**src/rtl/odt_pkg.sv**
```systemverilog
package odt_pkg;

  // ----------------------------------------------------------------
  // Register map (byte addresses, one aligned word each)
  // ----------------------------------------------------------------
  localparam logic [4:0] ADDR_MODE_ONE  = 5'h00;
  localparam logic [4:0] ADDR_MODE_TWO  = 5'h04;
  localparam logic [4:0] ADDR_MODE_FIVE = 5'h08;
  localparam logic [4:0] ADDR_CONFIG    = 5'h0C;
  localparam logic [4:0] ADDR_STATUS    = 5'h10;

  // ----------------------------------------------------------------
  // Field positions
  // ----------------------------------------------------------------
  localparam int NOM_LSB       = 8;   // mode_register_one bits 10:8
  localparam int STROBE_EN_BIT = 11;  // mode_register_one bit 11
  localparam int WR_LSB        = 9;   // mode_register_two bits 10:9
  localparam int PARK_LSB      = 6;   // mode_register_five bits 8:6
  localparam int CFG_LATENCY_LSB = 0; // config bits 4:0
  localparam int CFG_WL_LSB    = 5;   // config bits 9:5
  localparam int CFG_PRE2_BIT  = 10;
  localparam int CFG_CRC_BIT   = 11;
  localparam int CFG_X8_BIT    = 12;
  localparam int CFG_BL8_BIT   = 13;

  // Writable bits of each register; all others read as zero
  localparam logic [31:0] MASK_MODE_ONE  = 32'h0000_0F00;
  localparam logic [31:0] MASK_MODE_TWO  = 32'h0000_0600;
  localparam logic [31:0] MASK_MODE_FIVE = 32'h0000_01C0;
  localparam logic [31:0] MASK_CONFIG    = 32'h0000_3FFF;

  // ----------------------------------------------------------------
  // Reset values
  // ----------------------------------------------------------------
  localparam logic [31:0] RESET_MODE_ONE  = 32'h0000_0000;
  localparam logic [31:0] RESET_MODE_TWO  = 32'h0000_0000;
  localparam logic [31:0] RESET_MODE_FIVE = 32'h0000_0000;
  localparam logic [31:0] RESET_CONFIG    = 32'h0000_200B;

  // ----------------------------------------------------------------
  // Timing figures, in clock cycles
  // ----------------------------------------------------------------
  localparam logic [3:0] X_ONE_CYCLE_PRE = 4'h2;
  localparam logic [3:0] X_TWO_CYCLE_PRE = 4'h3;
  localparam logic [3:0] HALF_BL8        = 4'h4;
  localparam logic [3:0] HALF_BL4        = 4'h2;
  localparam int         PIPE_DEPTH      = 32;

  // Base resistance from which every setting is divided
  localparam logic [7:0] RZQ_OHMS = 8'hF0;

  // ----------------------------------------------------------------
  // Termination states
  // ----------------------------------------------------------------
  typedef enum logic [1:0] {
    TERM_DISABLED = 2'b00,
    TERM_WRITE    = 2'b01,
    TERM_NOMINAL  = 2'b10,
    TERM_PARK     = 2'b11
  } term_state_t;

endpackage : odt_pkg

```
**src/rtl/odt_termination_control.sv**
```systemverilog
// Local design decisions: the register offsets and the Avalon-MM register port.
`timescale 1ns/1ps

// Overview of operation
// - Four states: disabled, write, nominal, park
// - Any non-zero field enables, field sets resistance
// - Self-refresh forces termination off, high impedance
// - Write command gives write termination, pin ignored
// - Pin high turns nominal on unless disabled
// - Park applies when pin low or nominal disabled
// - Read blanks from latency-X for burst/2+X+Y
// - X is 2 or 3 by preamble
// - Y is 1 when CRC enabled
// - Priority: read, write, nominal, then park
// - Nominal disabled powers down pin receiver
// - Settings 240 down to 34 ohms
// - Apply to data, mask, strobe; x8 strobe pair
// - Pin ignored when nominal zero or self-refresh
// - Strobe pair only when its enable set
module odt_termination_control (
  // Clock and synchronous reset
  input  wire logic        CLK,
  input  wire logic        RESET_N,
  // Avalon-MM slave
  input  wire logic [4:0]  AVS_ADDRESS,
  input  wire logic        AVS_READ,
  input  wire logic        AVS_WRITE,
  input  wire logic [31:0] AVS_WRITEDATA,
  input  wire logic [3:0]  AVS_BYTEENABLE,
  output logic      [31:0] AVS_READDATA,
  output logic             AVS_WAITREQUEST,
  // Command decode and pins
  input  wire logic        TERMINATION_CONTROL_PIN,
  input  wire logic        WRITE_CMD,
  input  wire logic        READ_CMD,
  input  wire logic        SELF_REFRESH,
  // Termination outputs
  output logic      [1:0]  TERM_STATE,
  output logic      [7:0]  TERM_OHMS,
  output logic             TERM_DATA_ON,
  output logic             TERM_STROBE_PAIR_ON,
  output logic             PIN_RECEIVER_EN
);

  // ----------------------------------------------------------------
  // Timing at a glance
  // ----------------------------------------------------------------
  // Bus: one wait state, then waitrequest low for one cycle
  // Bus writes commit on the edge that sees waitrequest low
  // Pin: three flops; a level counts once stages two and three agree
  // Pin change reaches the termination outputs five edges later
  // Read window opens latency minus X edges after the command
  // Write window opens after the configured write delay
  // Both windows last half the burst plus X plus Y cycles
  // Priority: self-refresh, read, write, nominal, park, off
  // Outputs follow their cause by one edge
  // One flop per delay slot, so overlapping commands each fire
  // Limitation: five-bit delay fields cap the delay at 31 cycles

  // ----------------------------------------------------------------
  // Helpers
  // ----------------------------------------------------------------
  // Byte-lane merge, then drop bits the register does not hold
  function automatic logic [31:0] apply_be(input logic [31:0] old_v,
                                           input logic [31:0] new_v,
                                           input logic [3:0]  be,
                                           input logic [31:0] mask);
    logic [31:0] r;
    r = old_v;
    for (int i = 0; i < 4; i++) begin
      if (be[i]) begin
        r[i*8 +: 8] = new_v[i*8 +: 8];
      end
    end
    return r & mask;
  endfunction : apply_be

  // Divisor code n selects RZQ/n; code zero means off
  // Integer division: code seven gives 34, the fraction is dropped
  function automatic logic [7:0] ohms_of(input logic [2:0] div);
    logic [7:0] r;
    r = 8'h00;
    if (div != 3'h0) begin
      r = odt_pkg::RZQ_OHMS / {5'h00, div};
    end
    return r;
  endfunction : ohms_of

  // Status layout, low to high: state, data on, receiver, ohms, self-refresh, windows
  function automatic logic [31:0] status_word(input logic [1:0] state,
                                              input logic       data_on,
                                              input logic       rx_en,
                                              input logic [7:0] ohms,
                                              input logic       in_sr,
                                              input logic       rd_win,
                                              input logic       wr_win);
    return {17'h00000, wr_win, rd_win, in_sr, ohms, rx_en, data_on, state};
  endfunction : status_word

  // ----------------------------------------------------------------
  // State
  // ----------------------------------------------------------------
  typedef struct packed {
    // Software registers
    logic [31:0]         mode_one;
    logic [31:0]         mode_two;
    logic [31:0]         mode_five;
    logic [31:0]         config_reg;
    // Pin filter
    logic [2:0]          pin_sync;
    logic                pin_level;
    // Bus answer
    logic                waitreq;
    logic [31:0]         readdata;
    // Termination outputs
    odt_pkg::term_state_t term_state;
    logic [7:0]          ohms;
    logic                data_on;
    logic                strobe_on;
    logic                rx_en;
  } ctrl_state_t;

  ctrl_state_t st;
  ctrl_state_t next_st;

  // ----------------------------------------------------------------
  // Field decode
  // ----------------------------------------------------------------
  // Mode-register fields
  logic [2:0] nom_field;
  logic [1:0] wr_field;
  logic [2:0] park_field;
  logic [4:0] read_latency;

  // Window arithmetic
  logic [3:0] x_off;
  logic [3:0] y_ext;
  logic [3:0] half_burst;
  logic [3:0] win_len;
  logic [4:0] read_delay;

  // Window outputs
  logic       read_win;
  logic       write_win;

  // Fields as the mode registers hold them
  assign nom_field    = st.mode_one[odt_pkg::NOM_LSB +: 3];
  assign wr_field     = st.mode_two[odt_pkg::WR_LSB +: 2];
  assign park_field   = st.mode_five[odt_pkg::PARK_LSB +: 3];
  assign read_latency = st.config_reg[odt_pkg::CFG_LATENCY_LSB +: 5];
  // Preamble picks X, CRC picks Y
  assign x_off        = st.config_reg[odt_pkg::CFG_PRE2_BIT] ? odt_pkg::X_TWO_CYCLE_PRE
                                                             : odt_pkg::X_ONE_CYCLE_PRE;
  assign y_ext        = {3'h0, st.config_reg[odt_pkg::CFG_CRC_BIT]};
  assign half_burst   = st.config_reg[odt_pkg::CFG_BL8_BIT] ? odt_pkg::HALF_BL8
                                                            : odt_pkg::HALF_BL4;
  // Same length for read and write windows
  assign win_len      = half_burst + x_off + y_ext;
  // Latency shorter than X would go negative, so clamp to the command cycle
  assign read_delay   = (read_latency > {1'b0, x_off}) ? (read_latency - {1'b0, x_off})
                                                       : 5'h00;

  // ----------------------------------------------------------------
  // Read blanking and write windows
  // ----------------------------------------------------------------
  // Read blanking: delay is latency minus X
  odt_window_timer u_read_window (
    .clk     (CLK),
    .reset_n (RESET_N),
    .start   (READ_CMD),
    .delay   (read_delay),
    .length  (win_len),
    .active  (read_win)
  );

  // Write window shares the read length; its delay comes from config
  odt_window_timer u_write_window (
    .clk     (CLK),
    .reset_n (RESET_N),
    .start   (WRITE_CMD),
    .delay   (st.config_reg[odt_pkg::CFG_WL_LSB +: 5]),
    .length  (win_len),
    .active  (write_win)
  );

  // ----------------------------------------------------------------
  // Next-state logic
  // ----------------------------------------------------------------
  // Working values of the resolution, not registered
  logic [2:0] sel_div;
  logic       pin_usable;
  logic       term_on;

  always_comb begin
    next_st = st;
    sel_div = 3'h0;

    // Pin synchroniser; stage one feeds stage two only
    // Stage one may be metastable, so nothing else reads it
    next_st.pin_sync = {st.pin_sync[1:0], TERMINATION_CONTROL_PIN};
    if (st.pin_sync[1] == st.pin_sync[2]) begin
      next_st.pin_level = st.pin_sync[2];
    end

    // Receiver powered down while the nominal field is zero
    next_st.rx_en = (nom_field != 3'h0);
    pin_usable    = st.pin_level && (nom_field != 3'h0) && !SELF_REFRESH;

    // Resolution, highest priority first; re-run every edge
    // Self-refresh leads: the pin receiver may be unpowered there
    if (SELF_REFRESH) begin
      next_st.term_state = odt_pkg::TERM_DISABLED;
    end else if (read_win) begin
      next_st.term_state = odt_pkg::TERM_DISABLED;
    end else if (write_win && (wr_field != 2'h0)) begin
      next_st.term_state = odt_pkg::TERM_WRITE;
      sel_div            = {1'b0, wr_field};
    end else if (pin_usable) begin
      next_st.term_state = odt_pkg::TERM_NOMINAL;
      sel_div            = nom_field;
    end else if (park_field != 3'h0) begin
      next_st.term_state = odt_pkg::TERM_PARK;
      sel_div            = park_field;
    end else begin
      next_st.term_state = odt_pkg::TERM_DISABLED;
    end

    // Off unless some field gave a non-zero setting
    term_on           = (sel_div != 3'h0);
    next_st.ohms      = ohms_of(sel_div);
    next_st.data_on   = term_on;
    // Strobe pair needs an x8 part and its enable bit
    next_st.strobe_on = term_on && st.config_reg[odt_pkg::CFG_X8_BIT]
                        && st.mode_one[odt_pkg::STROBE_EN_BIT];

    // Bus slave: one wait cycle, then answer with waitrequest low
    // Answer cycle: commit the write the master is still holding
    if (!st.waitreq) begin
      next_st.waitreq = 1'b1;
      if (AVS_WRITE) begin
        // Unmapped write addresses fall through and change nothing
        if (AVS_ADDRESS == odt_pkg::ADDR_MODE_ONE) begin
          next_st.mode_one = apply_be(st.mode_one, AVS_WRITEDATA, AVS_BYTEENABLE,
                                      odt_pkg::MASK_MODE_ONE);
        end else if (AVS_ADDRESS == odt_pkg::ADDR_MODE_TWO) begin
          next_st.mode_two = apply_be(st.mode_two, AVS_WRITEDATA, AVS_BYTEENABLE,
                                      odt_pkg::MASK_MODE_TWO);
        end else if (AVS_ADDRESS == odt_pkg::ADDR_MODE_FIVE) begin
          next_st.mode_five = apply_be(st.mode_five, AVS_WRITEDATA, AVS_BYTEENABLE,
                                       odt_pkg::MASK_MODE_FIVE);
        end else if (AVS_ADDRESS == odt_pkg::ADDR_CONFIG) begin
          next_st.config_reg = apply_be(st.config_reg, AVS_WRITEDATA, AVS_BYTEENABLE,
                                        odt_pkg::MASK_CONFIG);
        end
      end
    end else if (AVS_READ || AVS_WRITE) begin
      // Request cycle: register the answer, show it next edge
      next_st.waitreq  = 1'b0;
      next_st.readdata = 32'h0000_0000;
      // Unmapped reads return zero; unmapped writes are dropped
      if (AVS_READ) begin
        if (AVS_ADDRESS == odt_pkg::ADDR_MODE_ONE) begin
          next_st.readdata = st.mode_one;
        end else if (AVS_ADDRESS == odt_pkg::ADDR_MODE_TWO) begin
          next_st.readdata = st.mode_two;
        end else if (AVS_ADDRESS == odt_pkg::ADDR_MODE_FIVE) begin
          next_st.readdata = st.mode_five;
        end else if (AVS_ADDRESS == odt_pkg::ADDR_CONFIG) begin
          next_st.readdata = st.config_reg;
        end else if (AVS_ADDRESS == odt_pkg::ADDR_STATUS) begin
          next_st.readdata = status_word(st.term_state, st.data_on, st.rx_en, st.ohms,
                                         SELF_REFRESH, read_win, write_win);
        end
      end
    end
  end

  // ----------------------------------------------------------------
  // State register
  // ----------------------------------------------------------------
  // Clear all, then load the reset values of the software registers
  always_ff @(posedge CLK) begin
    if (!RESET_N) begin
      st            <= '0;
      st.mode_one   <= odt_pkg::RESET_MODE_ONE;
      st.mode_two   <= odt_pkg::RESET_MODE_TWO;
      st.mode_five  <= odt_pkg::RESET_MODE_FIVE;
      st.config_reg <= odt_pkg::RESET_CONFIG;
      // Waitrequest idles high, so no answer shows during reset
      st.waitreq    <= 1'b1;
    end else begin
      st <= next_st;
    end
  end

  // ----------------------------------------------------------------
  // Outputs, all straight from the state register
  // ----------------------------------------------------------------
  // Bus answer
  assign AVS_READDATA        = st.readdata;
  assign AVS_WAITREQUEST     = st.waitreq;

  // Termination state, resistance and pin enables
  assign TERM_STATE          = st.term_state;
  assign TERM_OHMS           = st.ohms;
  assign TERM_DATA_ON        = st.data_on;
  assign TERM_STROBE_PAIR_ON = st.strobe_on;
  assign PIN_RECEIVER_EN     = st.rx_en;

endmodule : odt_termination_control

```
**src/rtl/odt_window_timer.sv**
```systemverilog
`timescale 1ns/1ps

// ------------------------------------------------------------------
// Delayed window: opens DELAY cycles after start, stays LENGTH cycles
// ------------------------------------------------------------------
module odt_window_timer (
  input  wire logic       clk,
  input  wire logic       reset_n,
  input  wire logic       start,
  input  wire logic [4:0] delay,
  input  wire logic [3:0] length,
  output logic            active
);

  typedef struct packed {
    logic [odt_pkg::PIPE_DEPTH-2:0] pipe;  // Slot 30 serves a delay of 31
    logic [3:0]                     count;
  } timer_state_t;

  timer_state_t st;
  timer_state_t next_st;
  logic         trigger;

  // Every command has its own slot, so overlapping commands each fire
  always_comb begin
    next_st      = st;
    next_st.pipe = {st.pipe[odt_pkg::PIPE_DEPTH-3:0], start};
    if (delay == 5'h00) begin
      trigger = start;
    end else begin
      trigger = st.pipe[delay - 5'h01];
    end
    // A later command restarts the window rather than shortening it
    if (trigger) begin
      next_st.count = length;
    end else if (st.count != 4'h0) begin
      next_st.count = st.count - 4'h1;
    end
  end

  always_ff @(posedge clk) begin
    if (!reset_n) begin
      st <= '0;
    end else begin
      st <= next_st;
    end
  end

  assign active = (st.count != 4'h0);

endmodule : odt_window_timer

```
**config.mk**
```make
export PLATFORM = sky130hd
export DESIGN_NAME = odt_termination_control
export DESIGN_NICKNAME = d
export VERILOG_FILES = /design/src/rtl/odt_pkg.sv /design/src/rtl/odt_termination_control.sv /design/src/rtl/odt_window_timer.sv
export SDC_FILE = /design/constraint.sdc
export NUM_CORES = 1
export LEC_CHECK = 0
export ABC_AREA = 0
export BUFFER_PORTS_ARGS = -buffer_cell sky130_fd_sc_hd__buf_2
export CAP_MARGIN = 20
export CORE_ASPECT_RATIO = 1.25
export CORE_MARGIN = 1
export CORE_UTILIZATION = 46
export CTS_CLUSTER_SIZE = 25
export DETAILED_ROUTE_END_ITERATION = 16
export MAX_ROUTING_LAYER = met4
export PLACE_DENSITY = 0.71
export SYNTH_ARGS = -nofsm -noshare
export SYNTH_HDL_FRONTEND = slang
export SYNTH_SLANG_ARGS = --single-unit
```
**constraint.sdc**
```tcl
create_clock -name CLK -period 19.1 [get_ports CLK]
set_clock_uncertainty 0.1 [all_clocks]
set_input_delay 3.82 -clock CLK [delete_from_list [all_inputs] [get_ports CLK]]
set_output_delay 3.82 -clock CLK [all_outputs]
set_load 0.01 [all_outputs]
```
## Yosys cells after proc, flatten, opt, wreduce, memory -nomap -nowiden

Index checks and enable logic that the tools add are counted.

- Register bits after elaboration: 143
- Input port bits: 49
- Output and inout bits: 46

- $add $sub $neg: 7
- Divide/modulo/power cells: 1
- Order comparisons: 3
- Equal/unequal tests: 5
- Muxes and demuxes: 28
- Bitwise operators: 5
- Reductions and logical operators: 29

Operators by type and width:

| operator | number |
|---|---|
| $mux W32 | 5 |
| $mux W33 | 1 |
| $mux W3 | 6 |
| $mux W4 | 4 |
| $logic_not A5 Y1 | 3 |
| $mux W15 | 1 |
| $reduce_and A7 Y1 | 2 |
| $lt A5 B6 Y1 const B | 2 |
| $reduce_and A6 Y1 | 2 |
| $bmux W1 S5 | 2 |
| $eq A5 B4 Y1 const B | 2 |
| $sub A5 B1 Y5 const B | 2 |
| $reduce_bool A3 Y1 | 3 |
| $div A8 B3 Y8 const A | 1 |
| $reduce_bool A4 Y1 | 2 |
| $sub A4 B1 Y4 const B | 2 |
| $mux W1 | 6 |
| $reduce_and A2 Y1 | 3 |
| $reduce_bool A2 Y1 | 3 |
| $eq A5 B3 Y1 const B | 1 |
| $eq A5 B5 Y1 const B | 1 |
| $gt A5 B2 Y1 | 1 |
| $logic_and A1 B1 Y1 | 5 |
| $mux W5 | 1 |
| other kinds (12) | 17 |

## Depth between registers and ports, before layout

- Word-level depth: 10
- Mapped depth: 38
- Depth with buffers taken out: 35

## Modules after synthesis

Synthesis repeated with hierarchy kept, for this count alone.

- Cells, all modules: 704
- Area total of the unflattened synthesis: 6566.3 um^2

By module, submodules not included:

| module | instances | cells an instance | area each (um^2) | seq. area each (um^2) |
|---|---|---|---|---|
| odt_termination_control | 1 | 434 | 3628.5 | 1121.1 |
| odt_window_timer | 2 | 135 | 1468.9 | 700.7 |

## Worst setup path after synthesis

OpenSTA, ideal clock, no wires.

- Path type: input port to flip-flop
- Start: input SELF_REFRESH
- End: register st (netlist bit TERM_OHMS[0])
- Arrival: 10215 ps
- Setup slack: 8658 ps
- Stages: 33
- Path buffers: 3
- Cell sequence: or4b_4 buf_6 nor2_2 or2_1 buf_4 nand2_1 ha_1 and2_1 nor2_1 o211a_1 clkbuf_8 a211oi_4 ha_1 o31ai_1 o21ai_1 o21ai_0 o31ai_1 inv_1 ha_1 a21oi_1 o211ai_1 mux2i_1 o211a_1 nor2_1 ha_1 and2b_1 or3_1 nor3_1 mux2_1 a31o_1 ha_1 o41ai_2 nand3_1

- Cells in the longest elaborated chain, start to end: 8

Ends and longest elaborated chain:

| what | line | RTL |
|---|---|---|
| from (decl) | odt_termination_control.sv:36 | `input wire logic SELF_REFRESH,` |
| $logic_not A1 Y1 | odt_termination_control.sv:207 | `pin_usable = st.pin_level && (nom_field != 3'h0) && !SELF_REFRESH;` |
| $logic_and A1 B1 Y1 | odt_termination_control.sv:207 |  |
| $mux W3 | odt_termination_control.sv:218 | `end else if (pin_usable) begin` |
| $mux W3 | odt_termination_control.sv:215 | `end else if (write_win && (wr_field != 2'h0)) begin` |
| $mux W3 | odt_termination_control.sv:213 | `end else if (read_win) begin` |
| $mux W3 * | odt_termination_control.sv:211 | `if (SELF_REFRESH) begin` |
| branches (longest 2 deep; another with $div A8 B3 Y8) | -- |  |
| to (signal assigned) | odt_termination_control.sv:292 | `st <= next_st;` |
| to (decl) | odt_termination_control.sv:123 | `ctrl_state_t st;` |

Every way passes the cells marked *.
A chain may end at the register's enable or synchronous reset.

## Final worst setup path

Same ends and word-level chain as after synthesis.

==> impl_metrics.tcl <==
set metrics [dict create \
    status "finished, final reports clean" \
    overflow 0 \
    fin_nets 806 \
    dp_slack_ns 7.18 \
    drive_gt1_share_pct 19.1 \
    cp_max_fo 12 \
    gp_congestion 0.929 \
    root_buffer "clkbuf_16" \
    crit_arrival_ns 11.67 \
    netSwitchingPower_mw 0.164 \
    antenna_found_initial 0 \
    endpoint "TERM_OHMS[0]$_SDFF_PN0_" \
    htreeDepth 4 \
    timing.fmax_mhz 87.0 \
    maxSlewHeadroom_pct 32.0 \
    hold_violations 0 \
    core-area_um2 14300 \
    cts_buffer_depth 2 \
    share_seq_of_total_power_pct 40.7 \
    ios 95 \
    die_area_um2 15100 \
    initial_utilization_pct 46.9 \
    min_period_ns 11.50 \
    final_cells 928 \
    hold_path_class "register to register" \
    port_buffers 57 \
    synth_seq_cells 126 \
    synth_edf_count 0 \
    min-delay-start "next_st[48]$_SDFF_PN0_" \
    grt_max_degree 119 \
    cts_sinks 126 \
    dp.cells 895 \
    p_comb_share_pct 10.1 \
    clk_pin_slew_worst_paths_ns 0.06 \
    rows 49 \
    clkPwrFrac_pct 49.2 \
    die_y_um 137 \
    rsz0062_at_grt "no" \
    wl_per_cell_um 17.2 \
    dieWidth_um 110 \
    grt_usage_pct 22.4 \
    drv_cap 0 \
    intPower_mw 0.509 \
    setup_viol 0 \
    powerDensity_nw_per_um2 90.0 \
    seq_area_frac_synth_pct 37.5 \
    cpPeakStageDelay_ns 0.61 \
    syn_avg_cell_area_um2 9.42 \
    cts_tree "yes" \
    peakVddDrop_v 0.0000706 \
    synth_area_um2 6730 \
    drc_errors 0 \
    r2r_end "TERM_OHMS[0]$_SDFF_PN0_" \
    drt_iter0_markers 335 \
    post_cts_resized 0 \
    ys_types 87 \
    path_common_cell "ha_1" \
    p_leak_nw 3.07 \
    area_growth_pct 11.1 \
    cp_slowest_cell "or4b_4" \
    syn_inst 714 \
    avgViaCountPerCell 5.63 \
    worstPathRequired_ns 19.28 \
    netSwitchingFraction_pct 24.4 \
    dpl_cell_area_um2 6850 \
    worstSetupStartpoint "SELF_REFRESH" \
    drv_slew 0 \
    cts_setup_buffers 0 \
    cp_top_family "compound AO/OA/AOI/OAI gates" \
    via_count 5224 \
    cp.depth 32 \
    critPathLaunchType "input port" \
    cp_num_buf_inv 2 \
    min_period_over_period_pct 60.2 \
    ys.flop_type "dfxtp_1" \
    ant_nets 0 \
    final.setup.worst_slack_ns 7.60 \
    insertion_delay_ns 0.42 \
    cts_buffers 17 \
    power.total_mw 0.673 \
    fin_setup_tns_ns 0 \
    async_reset_ff_share_pct 0 \
    crit_type "input port to register" \
    grt_pass1_wl_um 24800 \
    end_kind "register" \
    reg2regPathDepth 34 \
    grt_pass1_vias 5037 \
    worstMarginPinSlew_ns 1.01 \
    r2r_start "u_write_window.st[0]$_SDFFE_PN0P_" \
    antenna_cells 0 \
    first_pass_iters 5 \
    place_hpwl_um 11700 \
    regToRegSetupSlack_ns 10.29 \
    stdcell_area_um2 7470 \
    final.fill_count 1290 \
    wirelength_um 15900 \
    yosys_warnings 0 \
    ctsHoldBuffers 0 \
]
-- cell usage in the layout (no fill, tap or decap), types with 18 or more instances in the layout --
master | Yosys | final
a21oi_1 | 22 | 22
nor2_1 | 39 | 39
ha_1 | 20 | 20
nor2b_1 | 27 | 27
buf_2 | 1 | 57
nand2_1 | 48 | 48
dfxtp_1 | 126 | 126
conb_1 | 1 | 18
o21ai_0 | 27 | 27
mux2i_1 | 33 | 33
and2_1 | 84 | 84
-- per-layer routing --
metal | GRT usage [%] | vias to the layer above | share of wire [%]
li1 | - | 2530 | -
met1 | 25.4 | 2514 | 42
met2 | 37.7 | 137 | 50
met3 | 4.49 | 43 | 4.4
met4 | 10.7 | 0 | 2.8
met5 | - | - | 0
-- synthesized netlist by cell type, types with 4 or more instances --
library cell	number	area, um2
o31ai_1	4	30.0
xor2_1	7	61.3
mux2i_1	33	330
a22oi_1	12	90.1
clkbuf_1	24	90.1
nor3b_1	4	30.0
or3_1	8	50.1
nand2_1	48	180
and2_1	84	526
a21oi_1	22	110
inv_1	14	52.6
a211o_1	4	35.0
and3_1	6	37.5
a21boi_0	5	37.5
a211oi_1	5	37.5
mux4_2	15	338
nand2b_1	4	25.0
nand3_1	12	60.1
dfxtp_1	126	2520
a222oi_1	4	40.0
buf_4	43	323
ha_1	20	250
o211ai_1	8	60.1
o21ai_1	4	20.0
xnor2_1	6	52.6
nor2_1	39	146
nor3_1	15	75.1
o21ai_0	27	135
nor2b_1	27	169
-- sequential cells by signal, summed over array words and instances, names as in the netlist --
| register | flops |
|---|---|
| nom_field | 3 |
| TERM_DATA_ON | 1 |
| next_st | 2 |
| st | 14 |
| TERM_OHMS | 8 |
| TERM_STROBE_PAIR_ON | 1 |
| AVS_READDATA | 15 |
| u_read_window.next_st | 30 |
| AVS_WAITREQUEST | 1 |
| u_write_window.next_st | 30 |
| TERM_STATE | 2 |
| u_write_window.st | 5 |
| PIN_RECEIVER_EN | 1 |
| park_field | 3 |
| read_latency | 5 |
| u_read_window.st | 5 |
-- power groups by stage --
stage,sequential [mW],combinational [mW],clock (mW)
2_1_floorplan,0.278,0.0549,0
6_report,0.274,0.0679,0.331
3_3_place_gp,0.279,0.0628,0
3_5_place_dp,0.279,0.0661,0
5_1_grt,0.275,0.0733,0.349
4_1_cts,0.274,0.0672,0.335
-- worst min path at each step --
stage	end	slack, ns	depth (start not counted)
finish	next_st[49]$_SDFF_PN0_	0.33	1
floorplan	next_st[49]$_SDFF_PN0_	0.31	1
global route	next_st[49]$_SDFF_PN0_	0.36	1
global placement	next_st[49]$_SDFF_PN0_	0.33	1
CTS	next_st[49]$_SDFF_PN0_	0.34	1
detailed placement	next_st[49]$_SDFF_PN0_	0.33	1
-- logic make-up after synthesis --
logic type,share of synthesized area [%]
simple gates,22.3
compound gates,16.4
flops,37.5
buf+inv,7.75
mux,10.7
fa+ha+maj,3.72
xor+xnor,1.69
other cells,0.0557
-- cell type report --
class / instances / area, um2 / share of cell area (%)
Multi-Input combinational cell: 518 / 3750 / 50.2
Sequential cell: 126 / 2520 / 33.8
Tap cell: 178 / 223 / 2.98
Clock buffer: 20 / 457 / 6.11
Clock inverter: 12 / 158 / 2.11
Timing Repair Buffer: 60 / 308 / 4.12
Inverter: 14 / 52.6 / 0.703
-- stage by stage --
step,hold WS (ns),util (%)
finish,0.334,52.1
global route,0.357,52.1
CTS,0.339,52.0
detailed placement,0.326,47.8
global placement,0.327,47.8
floorplan,0.312,-
No activity file was read; power rests on OpenSTA's default activity.
